## config.mk

```make
export PLATFORM = sky130hd
export DESIGN_NAME = ring_offset_trip_detector
export DESIGN_NICKNAME = d
export VERILOG_FILES = /design/src/rtl/ring_trip_pkg.sv /design/src/rtl/trip_debouncer.sv /design/src/rtl/ring_offset_trip_detector.sv
export VERILOG_INCLUDE_DIRS = /design/src /design/src/rtl
export SDC_FILE = /design/constraint.sdc
export NUM_CORES = 1
export LEC_CHECK = 0
export BUFFER_PORTS_ARGS = -buffer_cell sky130_fd_sc_hd__buf_2
export CORE_MARGIN = 10
export CORE_UTILIZATION = 45
export DETAILED_ROUTE_END_ITERATION = 12
export PLACE_DENSITY = 0.64
export SYNTH_ARGS = -nofsm -noshare
export SYNTH_HDL_FRONTEND = slang
export SYNTH_HIERARCHICAL = 1
export SYNTH_SLANG_ARGS = --single-unit
```

## constraint.sdc

```tcl
create_clock -name clk_in -period 11.22 [get_ports clk_in]
set_input_delay 0.561 -clock clk_in [delete_from_list [all_inputs] [get_ports clk_in]]
set_output_delay 0.561 -clock clk_in [all_outputs]
set_load 0.05 [all_outputs]
```

## src/rtl/ring_trip_regs.svh

```systemverilog
// Purpose: Offsets, field positions and timing counts of the ring offset and trip block.
// Assumes: Byte-wide direct register port, 16-bit indirect registers.
// Notes: Definitions only.
`ifndef RING_TRIP_REGS_SVH
`define RING_TRIP_REGS_SVH

// Direct register offsets
`define ADDR_IRQ_PEND 8'h13
`define ADDR_IRQ_MASK 8'h16
`define ADDR_IND_DLO 8'h1c
`define ADDR_IND_DHI 8'h1d
`define ADDR_IND_WRITE 8'h1e
`define ADDR_IND_READ 8'h1f
`define ADDR_RING_CFG 8'h22
`define ADDR_LINEFEED 8'h40
`define ADDR_LINE_STAT 8'h44
`define ADDR_TRIP_DEB 8'h46
`define ADDR_HIGH_BAT 8'h4a
`define ADDR_LOOP_CUR 8'h4f
`define ADDR_CUR_LIM 8'h6c

// Indirect register indexes
`define IND_RING_OFFSET 8'h13
`define IND_TRIP_THR 8'h1d
`define IND_TRIP_COEF 8'h24
`define IND_HEADROOM 8'h28

// Field positions and codes
`define RING_CFG_OFFSET_EN_BIT 1
`define CUR_LIM_BOOST_BIT 7
`define IRQ_TRIP_BIT 0
`define STAT_TRIP_BIT 0
`define LINE_RINGING 3'h4
`define TRIP_THR_HI 13
`define TRIP_THR_LO 8
`define TRIP_COEF_HI 12
`define LPF_SHIFT 13

// Reset values
`define RST_BYTE 8'h00
`define RST_WORD 16'h0000

// Current limit boost after ringing
`define CLK_PERIOD_NS 8
`define BOOST_TIME_NS 100000
`define BOOST_CYCLES (`BOOST_TIME_NS / `CLK_PERIOD_NS)

`endif

```

## src/rtl/ring_trip_pkg.sv

```systemverilog
// Purpose: Types shared by the ring offset and trip block.
// Assumes: Nothing beyond the register header.
// Notes: Widths follow the register map.
package ring_trip_pkg;
  typedef logic [7:0] reg_byte_t;
  typedef logic [15:0] wave_word_t;
  typedef logic [6:0] deb_count_t;
  typedef logic [5:0] cm_level_t;
endpackage : ring_trip_pkg

```

## src/rtl/trip_debouncer.sv

```systemverilog
// Purpose: Debounce the ring trip comparator in loop current sample periods.
// Assumes: sample_en_in pulses once per processed sample.
// Notes: Interval 0 lets the first opposite sample through.
`timescale 1ns/10ps
`include "ring_trip_regs.svh"
module trip_debouncer (
  input wire logic clk_in,
  input wire logic rst_n_in,
  input wire logic sample_en_in,
  input wire logic level_in,
  input wire ring_trip_pkg::deb_count_t interval_in,
  output logic state_out
);
  import ring_trip_pkg::*;

  deb_count_t cnt_q;
  deb_count_t cnt_d;
  logic state_d;
  wire differs = level_in != state_out;
  wire [7:0] cnt_inc = {1'b0, cnt_q} + 8'h01;
  wire reached = cnt_inc >= {1'b0, interval_in};

  // Flip only after a full interval of opposite samples
  assign state_d = (sample_en_in && differs && reached) ? ~state_out : state_out;
  // Any agreeing sample restarts the count
  assign cnt_d = !sample_en_in ? cnt_q : (!differs || reached) ? 7'h00 : cnt_inc[6:0];

  always_ff @(posedge clk_in or negedge rst_n_in) begin
    if (!rst_n_in) begin
      cnt_q <= 7'h00;
      state_out <= 1'b0;
    end else begin
      cnt_q <= cnt_d;
      state_out <= state_d;
    end
  end
endmodule : trip_debouncer

```

## src/rtl/ring_offset_trip_detector.sv

```systemverilog
// Purpose: Ringing dc offset, ringing common mode, current limit boost and ring trip detection.
// Assumes: Loop current samples arrive with a one-cycle valid strobe at the processing rate.
// Notes: Indirect registers are reached only through the access window at 0x1c..0x1f.
//
// Implementation choice: the plain strobed port.
`timescale 1ns/10ps
`include "ring_trip_regs.svh"

// Notes on behaviour
// - Offset enable adds the programmed offset to the ringing wave, else none.
// - Ringing common mode is half of high battery minus headroom, automatically.
// - Headroom is a 4-bit indirect field, 1.5 V per step.
// - Boost enable raises the current limit briefly when leaving ringing.
// - Trip detection uses loop current samples, also readable by software.
// - Samples are processed only while the line state is ringing.
// - Samples pass a low-pass filter with a 13-bit indirect coefficient.
// - Filter output is compared to a 6-bit threshold, feeding the debouncer.
// - Debouncer flips only after a full interval of opposite comparator state.
// - A satisfied interval sets or clears the ring trip status bit, following the comparator.
// - A trip raises the pending interrupt only when its enable bit is set.
// - Indirect registers are reached only through direct addresses 28 to 31.
// - Line state code 100b selects ringing, qualifying the trip detector.
module ring_offset_trip_detector #(
  parameter int unsigned BOOST_CYCLES = `BOOST_CYCLES
) (
  input wire logic clk_in,
  input wire logic rst_n_in,
  input wire ring_trip_pkg::reg_byte_t reg_addr_in,
  input wire ring_trip_pkg::reg_byte_t reg_wdata_in,
  input wire logic reg_wr_in,
  input wire logic reg_rd_in,
  output ring_trip_pkg::reg_byte_t reg_rdata_out,
  input wire ring_trip_pkg::reg_byte_t loop_current_sample_in,
  input wire logic sample_valid_in,
  input wire ring_trip_pkg::wave_word_t ring_wave_in,
  output ring_trip_pkg::wave_word_t ring_wave_out,
  output ring_trip_pkg::cm_level_t ringing_common_mode_out,
  output logic current_limit_boost_out,
  output logic irq_out
);
  import ring_trip_pkg::*;

  ////////////////////////////////////////////////////////////////////////////
  // Register state
  reg_byte_t mask_q, ring_cfg_q, clim_q, lcs_q, ind_dlo_q, ind_dhi_q, ind_addr_q;
  reg_byte_t rdata_q;
  logic trip_pend_q;
  logic [2:0] line_state_q;
  deb_count_t deb_q;
  logic [5:0] hbat_q;
  wave_word_t ring_offset_level_q, thr_q, coef_q, ringing_headroom_q, filt_q, wave_q;
  cm_level_t cm_q;
  logic [31:0] boost_cnt_q;
  logic boost_q, irq_q, trip_prev_q;
  logic trip_state;

  ////////////////////////////////////////////////////////////////////////////
  // Direct decode
  wire wr_pend = reg_wr_in && reg_addr_in == `ADDR_IRQ_PEND;
  wire wr_mask = reg_wr_in && reg_addr_in == `ADDR_IRQ_MASK;
  wire wr_dlo = reg_wr_in && reg_addr_in == `ADDR_IND_DLO;
  wire wr_dhi = reg_wr_in && reg_addr_in == `ADDR_IND_DHI;
  wire wr_iwr = reg_wr_in && reg_addr_in == `ADDR_IND_WRITE;
  wire wr_ird = reg_wr_in && reg_addr_in == `ADDR_IND_READ;
  wire wr_cfg = reg_wr_in && reg_addr_in == `ADDR_RING_CFG;
  wire wr_lf = reg_wr_in && reg_addr_in == `ADDR_LINEFEED;
  wire wr_deb = reg_wr_in && reg_addr_in == `ADDR_TRIP_DEB;
  wire wr_hbat = reg_wr_in && reg_addr_in == `ADDR_HIGH_BAT;
  wire wr_clim = reg_wr_in && reg_addr_in == `ADDR_CUR_LIM;

  // Indirect access: address register write moves the data pair in or out
  wire [15:0] ind_wdata = {ind_dhi_q, ind_dlo_q};
  wire ind_wr_off = wr_iwr && reg_wdata_in == `IND_RING_OFFSET;
  wire ind_wr_thr = wr_iwr && reg_wdata_in == `IND_TRIP_THR;
  wire ind_wr_coef = wr_iwr && reg_wdata_in == `IND_TRIP_COEF;
  wire ind_wr_ringing_headroom = wr_iwr && reg_wdata_in == `IND_HEADROOM;
  wire [15:0] ind_rd_word =
    (reg_wdata_in == `IND_RING_OFFSET) ? ring_offset_level_q :
    (reg_wdata_in == `IND_TRIP_THR) ? thr_q :
    (reg_wdata_in == `IND_TRIP_COEF) ? coef_q :
    (reg_wdata_in == `IND_HEADROOM) ? ringing_headroom_q : 16'h0000;
  wire [7:0] dlo_d = wr_ird ? ind_rd_word[7:0] : wr_dlo ? reg_wdata_in : ind_dlo_q;
  wire [7:0] dhi_d = wr_ird ? ind_rd_word[15:8] : wr_dhi ? reg_wdata_in : ind_dhi_q;

  ////////////////////////////////////////////////////////////////////////////
  // Offset and common mode
  wire offset_en = ring_cfg_q[`RING_CFG_OFFSET_EN_BIT];
  wire [16:0] wave_sum = {ring_wave_in[15], ring_wave_in} +
    (offset_en ? {ring_offset_level_q[15], ring_offset_level_q} : 17'h00000);
  // Saturate rather than wrap, so a large offset cannot flip the wave polarity
  wire [15:0] wave_d = (wave_sum[16] == wave_sum[15]) ? wave_sum[15:0] :
    wave_sum[16] ? 16'h8000 : 16'h7fff;
  // Both settings are in 1.5 V steps, so the difference read in 0.75 V steps is half of it
  wire [5:0] headroom = {2'b00, ringing_headroom_q[3:0]};
  wire [5:0] cm_d = (hbat_q >= headroom) ? hbat_q - headroom : 6'h00;

  ////////////////////////////////////////////////////////////////////////////
  // Current limit boost on leaving ringing
  wire ringing = line_state_q == `LINE_RINGING;
  wire leave_ring = wr_lf && ringing && reg_wdata_in[2:0] != `LINE_RINGING;
  wire boost_start = leave_ring && clim_q[`CUR_LIM_BOOST_BIT];
  wire [31:0] boost_cnt_d = boost_start ? BOOST_CYCLES :
    (boost_cnt_q != 32'h0) ? boost_cnt_q - 32'h1 : 32'h0;

  ////////////////////////////////////////////////////////////////////////////
  // Ring trip path
  wire take_sample = sample_valid_in && ringing;
  wire signed [16:0] lpf_diff = $signed({1'b0, loop_current_sample_in, 8'h00}) - $signed({1'b0, filt_q});
  wire signed [30:0] lpf_prod = lpf_diff * $signed({1'b0, coef_q[`TRIP_COEF_HI:0]});
  wire signed [30:0] lpf_step = lpf_prod >>> `LPF_SHIFT;
  // Coefficient below one keeps the filter inside the sample range
  wire [15:0] filt_d = take_sample ? filt_q + lpf_step[15:0] : filt_q;
  wire [15:0] thr_level = {2'b00, thr_q[`TRIP_THR_HI:`TRIP_THR_LO], 8'h00};
  wire trip_cmp = filt_q > thr_level;

  trip_debouncer u_debouncer (
    .clk_in(clk_in),
    .rst_n_in(rst_n_in),
    .sample_en_in(take_sample),
    .level_in(trip_cmp),
    .interval_in(deb_q),
    .state_out(trip_state)
  );

  wire trip_event = trip_state && !trip_prev_q;
  wire trip_en = mask_q[`IRQ_TRIP_BIT];
  // A trip in the same cycle as a clear write still lands
  wire pend_clr = wr_pend && reg_wdata_in[`IRQ_TRIP_BIT];
  wire pend_d = (trip_event && trip_en) || (trip_pend_q && !pend_clr);
  wire irq_d = pend_d && trip_en;

  ////////////////////////////////////////////////////////////////////////////
  // Read mux; unmapped addresses read zero
  wire [7:0] rd_mux =
    (reg_addr_in == `ADDR_IRQ_PEND) ? {7'h00, trip_pend_q} :
    (reg_addr_in == `ADDR_IRQ_MASK) ? mask_q :
    (reg_addr_in == `ADDR_IND_DLO) ? ind_dlo_q :
    (reg_addr_in == `ADDR_IND_DHI) ? ind_dhi_q :
    (reg_addr_in == `ADDR_IND_WRITE) ? ind_addr_q :
    (reg_addr_in == `ADDR_RING_CFG) ? ring_cfg_q :
    (reg_addr_in == `ADDR_LINEFEED) ? {1'b0, line_state_q, 1'b0, line_state_q} :
    (reg_addr_in == `ADDR_LINE_STAT) ? {7'h00, trip_state} :
    (reg_addr_in == `ADDR_TRIP_DEB) ? {1'b0, deb_q} :
    (reg_addr_in == `ADDR_HIGH_BAT) ? {2'b00, hbat_q} :
    (reg_addr_in == `ADDR_LOOP_CUR) ? lcs_q :
    (reg_addr_in == `ADDR_CUR_LIM) ? clim_q : 8'h00;
  wire [7:0] rdata_d = reg_rd_in ? rd_mux : 8'h00;

  ////////////////////////////////////////////////////////////////////////////
  // Software registers
  always_ff @(posedge clk_in or negedge rst_n_in) begin
    if (!rst_n_in) begin
      mask_q <= `RST_BYTE;
      ring_cfg_q <= `RST_BYTE;
      clim_q <= `RST_BYTE;
      ind_dlo_q <= `RST_BYTE;
      ind_dhi_q <= `RST_BYTE;
      ind_addr_q <= `RST_BYTE;
      line_state_q <= 3'h0;
      deb_q <= 7'h00;
      hbat_q <= 6'h00;
    end else begin
      if (wr_mask) mask_q <= reg_wdata_in;
      if (wr_cfg) ring_cfg_q <= reg_wdata_in;
      if (wr_clim) clim_q <= reg_wdata_in;
      if (wr_iwr || wr_ird) ind_addr_q <= reg_wdata_in;
      if (wr_lf) line_state_q <= reg_wdata_in[2:0];
      if (wr_deb) deb_q <= reg_wdata_in[6:0];
      if (wr_hbat) hbat_q <= reg_wdata_in[5:0];
      ind_dlo_q <= dlo_d;
      ind_dhi_q <= dhi_d;
    end
  end

  // Indirect registers
  always_ff @(posedge clk_in or negedge rst_n_in) begin
    if (!rst_n_in) begin
      ring_offset_level_q <= `RST_WORD;
      thr_q <= `RST_WORD;
      coef_q <= `RST_WORD;
      ringing_headroom_q <= `RST_WORD;
    end else begin
      if (ind_wr_off) ring_offset_level_q <= ind_wdata;
      if (ind_wr_thr) thr_q <= ind_wdata;
      if (ind_wr_coef) coef_q <= ind_wdata;
      if (ind_wr_ringing_headroom) ringing_headroom_q <= ind_wdata;
    end
  end

  // Datapath and outputs
  always_ff @(posedge clk_in or negedge rst_n_in) begin
    if (!rst_n_in) begin
      lcs_q <= `RST_BYTE;
      filt_q <= `RST_WORD;
      wave_q <= `RST_WORD;
      cm_q <= 6'h00;
      boost_cnt_q <= 32'h0;
      boost_q <= 1'b0;
      trip_prev_q <= 1'b0;
      trip_pend_q <= 1'b0;
      irq_q <= 1'b0;
      rdata_q <= `RST_BYTE;
    end else begin
      if (sample_valid_in) lcs_q <= loop_current_sample_in;
      filt_q <= filt_d;
      wave_q <= wave_d;
      cm_q <= cm_d;
      boost_cnt_q <= boost_cnt_d;
      boost_q <= boost_cnt_d != 32'h0;
      trip_prev_q <= trip_state;
      trip_pend_q <= pend_d;
      irq_q <= irq_d;
      rdata_q <= rdata_d;
    end
  end

  assign reg_rdata_out = rdata_q;
  assign ring_wave_out = wave_q;
  assign ringing_common_mode_out = cm_q;
  assign current_limit_boost_out = boost_q;
  assign irq_out = irq_q;
endmodule : ring_offset_trip_detector

```

==> summary.txt <==
row count: 78
Worst Setup End Kind: flip-flop
drt drc: 0
Area growth, synth to finish: 8.98%
Horiz. Die Dim: 234 µm
design area: 0.0224 mm²
power density cells: 91.3 mW/mm²
hold crit path type: primary input to asynchronous set/reset pin
WP depth: 35
asr flop ratio synth: 1.00
Synth Cell Area: 0.0205 mm²
Max Root-Sink Buffers: 3
setup repair bufs after CTS: 0
Mean Syn Cell Area: 9.79 µm²
share of post-route cells with drive strength above 1: 0.152
synth unique cells: 98
hold buffers post-CTS: 0
post-route ant nets: 0
worst setup path class: flip-flop to flip-flop
WP data arrival: 10.02 ns
Layout Nets: 2,524
reg-to-reg endpoint: filt_q[15]
Clock Latency Late Sink: 0.54 ns
DIE HEIGHT: 234 µm
DR WL met2: 25,800 µm
status: finished, final reports clean
wire per inst: 18.6 µm
Ys Warns: 6
IO Count: 77
vias in the first global route: 15,973
count of input and output buffers: 76
final setup vio count: 0
Sink Count: 226
most frequent cells in the layout: inv_1 (299), dfrtp_1 (226), nand2_1 (206)
top sig layer: met4
RSZ-0062 raised after global routing: false
Via density: 5.45
GR Overflow Total: 0
DP Wirelength: 39,500 µm
fillers: 4,198
max incr delay on CP: 0.84 ns
Initial Util: 0.454
Clk pin slew, worst setup/hold paths: 0.07 ns
Placer Congestion: 0.868
Post-synth EDFFs: 0
first-pass GRT wire length: 84,700 µm
Fin Clk Skew: 0.0232 ns
dpl cell area: 0.0215 mm²
CP required: 11.64 ns
Initial DRC Count: 930
fin. max-slew vios: 0
maximum clock frequency: 104 MHz
Worst Path Max Fanout: 17
setup TNS after final layout: 0 ns
RR Startpoint: filt_q[0]
final period utilization: 0.855
worst vdd ir: 130 µV
cell mode on critical path: fa_1
Top FF cell, synth: dfrtp_1
relative max-transition margin: 0.278
initial antenna violation count: 1
Core Region: 0.0453 mm²
largest net degree at the start of global routing: 96
Mapped Nets: 2,480
Met1 Wirelength: 21,500 µm
R2R Setup Slk: 1.63 ns
die area: 0.0546 mm²
commonest non-fill, non-tap cell in the layout: inv_1
synthesis-stage register bit count: 226
MaxCap Viol Count: 0
number of gates resized after CTS: 0
worst slew pin tran: 1.08 ns
WL final: 51,300 µm
crit-path leading delay family: adder cells
via count: 15,051
register area share after synthesis: 0.275
H-tree Lvls: 1
root buf cell: clkbuf_16
P_leak: 11.4 nW
All-Layer GR Usage: 0.193
CTS tree: built
R2R cell count: 35
1st-pass router iterations: 6
crit path time final: 9.59 ns
Synth Instances: 2,098
Bufs and invs on worst path: 5
Final Hold Vio Count: 0
WL met3: 2300 µm
number of CTS-inserted buffers: 25
Startpoint Class: flip-flop
crit path max-delay cell type: xnor2_1
metal layers:
metal | track usage | vias to the layer above
met2 | 0.338 | 376
met4 | 0.0643 | 0
met5 | 0 | -
met3 | 0.0180 | 96
li1 | - | 6991
met1 | 0.245 | 7588
worst register-to-register path: cells and delay by family, from the launching register on:
kind	cells	cell delay, ns
flops	1	0.58
fa+ha+maj	9	3.56
buf+inv	5	0.42
compound gates	9	1.92
simple gates	9	1.61
xor+xnor	3	1.40
flip-flops by register name, summed over array words and instances, names as in the netlist, 16 cells and up:
name                 flops
filt_q                  16
boost_cnt_q             32
ring_offset_level_q     16
ring_wave_out           16
coef_q                  16
ringing_headroom_q      16
thr_q                   16
cells by family (layout without fill, tap and decap cells):
kind of cell / count (synthesis) / after routing / synth area share
muxes: 126 / 126 / 0.0684
adders and majority gates: 338 / 338 / 0.281
other: 0 / 1 / 0
and+or+nand+nor: 617 / 617 / 0.156
buffers and inverters: 390 / 452 / 0.0750
AOI/OAI and AO/OA: 307 / 307 / 0.103
xor gates and xnor gates: 94 / 94 / 0.0411
DFF: 226 / 226 / 0.275
worst max path at each step:
stage,start,slack [ns],endpoint
2_1_floorplan,loop_current_sample_in[0],2.71,filt_q[15]
3_3_place_gp,loop_current_sample_in[0],1.86,filt_q[15]
3_5_place_dp,loop_current_sample_in[0],1.64,filt_q[15]
4_1_cts,filt_q[0],1.66,filt_q[15]
5_1_grt,filt_q[0],0.88,filt_q[15]
6_report,filt_q[0],1.63,filt_q[15]
final cells by class:
cell class | count | area [µm²] | area share
antenna | 1 | 2.50 | 0.000112
clock buffer | 34 | 719 | 0.0321
clock inverter | 11 | 148 | 0.00659
inverter | 301 | 1130 | 0.0505
multi-input combinational | 1482 | 13400 | 0.597
sequential | 226 | 5660 | 0.253
tap | 600 | 751 | 0.0335
timing repair buffer | 106 | 616 | 0.0275
synthesized netlist by cell type, types with 12 or more instances:
master,instances,area share
a21o_1,13,0.0048
a21oi_1,62,0.015
a22oi_1,29,0.011
and2_1,117,0.036
and3_1,13,0.0040
clkbuf_1,66,0.012
dfrtp_1,226,0.28
fa_1,205,0.20
ha_1,132,0.080
inv_1,299,0.055
mux2_2,114,0.062
nand2_1,206,0.038
nand2b_1,12,0.0037
nand3_1,32,0.0078
nor2_1,103,0.019
nor3_1,36,0.0088
o21a_1,19,0.0069
o21ai_0,78,0.019
xnor2_1,65,0.028
xor2_1,27,0.012
power breakdown:
part / leakage (nW) / internal, W / total, W / switching, W
sequential: 2.97 / 0.000849 / 0.000891 / 0.0000419
clock: 0.420 / 0.000520 / 0.000868 / 0.000348
combinational: 7.99 / 0.0000910 / 0.000286 / 0.000195
total: 11.4 / 0.00146 / 0.00204 / 0.000585
per-stage QoR:
step	util	std cells	hold slack (ns)	power, W	setup slack (ns)
global placement	0.475	2715	0.444	0.00118	1.86
floorplan	-	2098	0.265	0.00107	2.71
CTS	0.494	2760	0.0611	0.00207	1.66
finish	0.494	2761	0.0347	0.00204	1.63
detailed placement	0.475	2715	0.468	0.00119	1.64
global route	0.494	2761	0.0993	0.00213	0.880
Power figures use the tool's default switching activity.
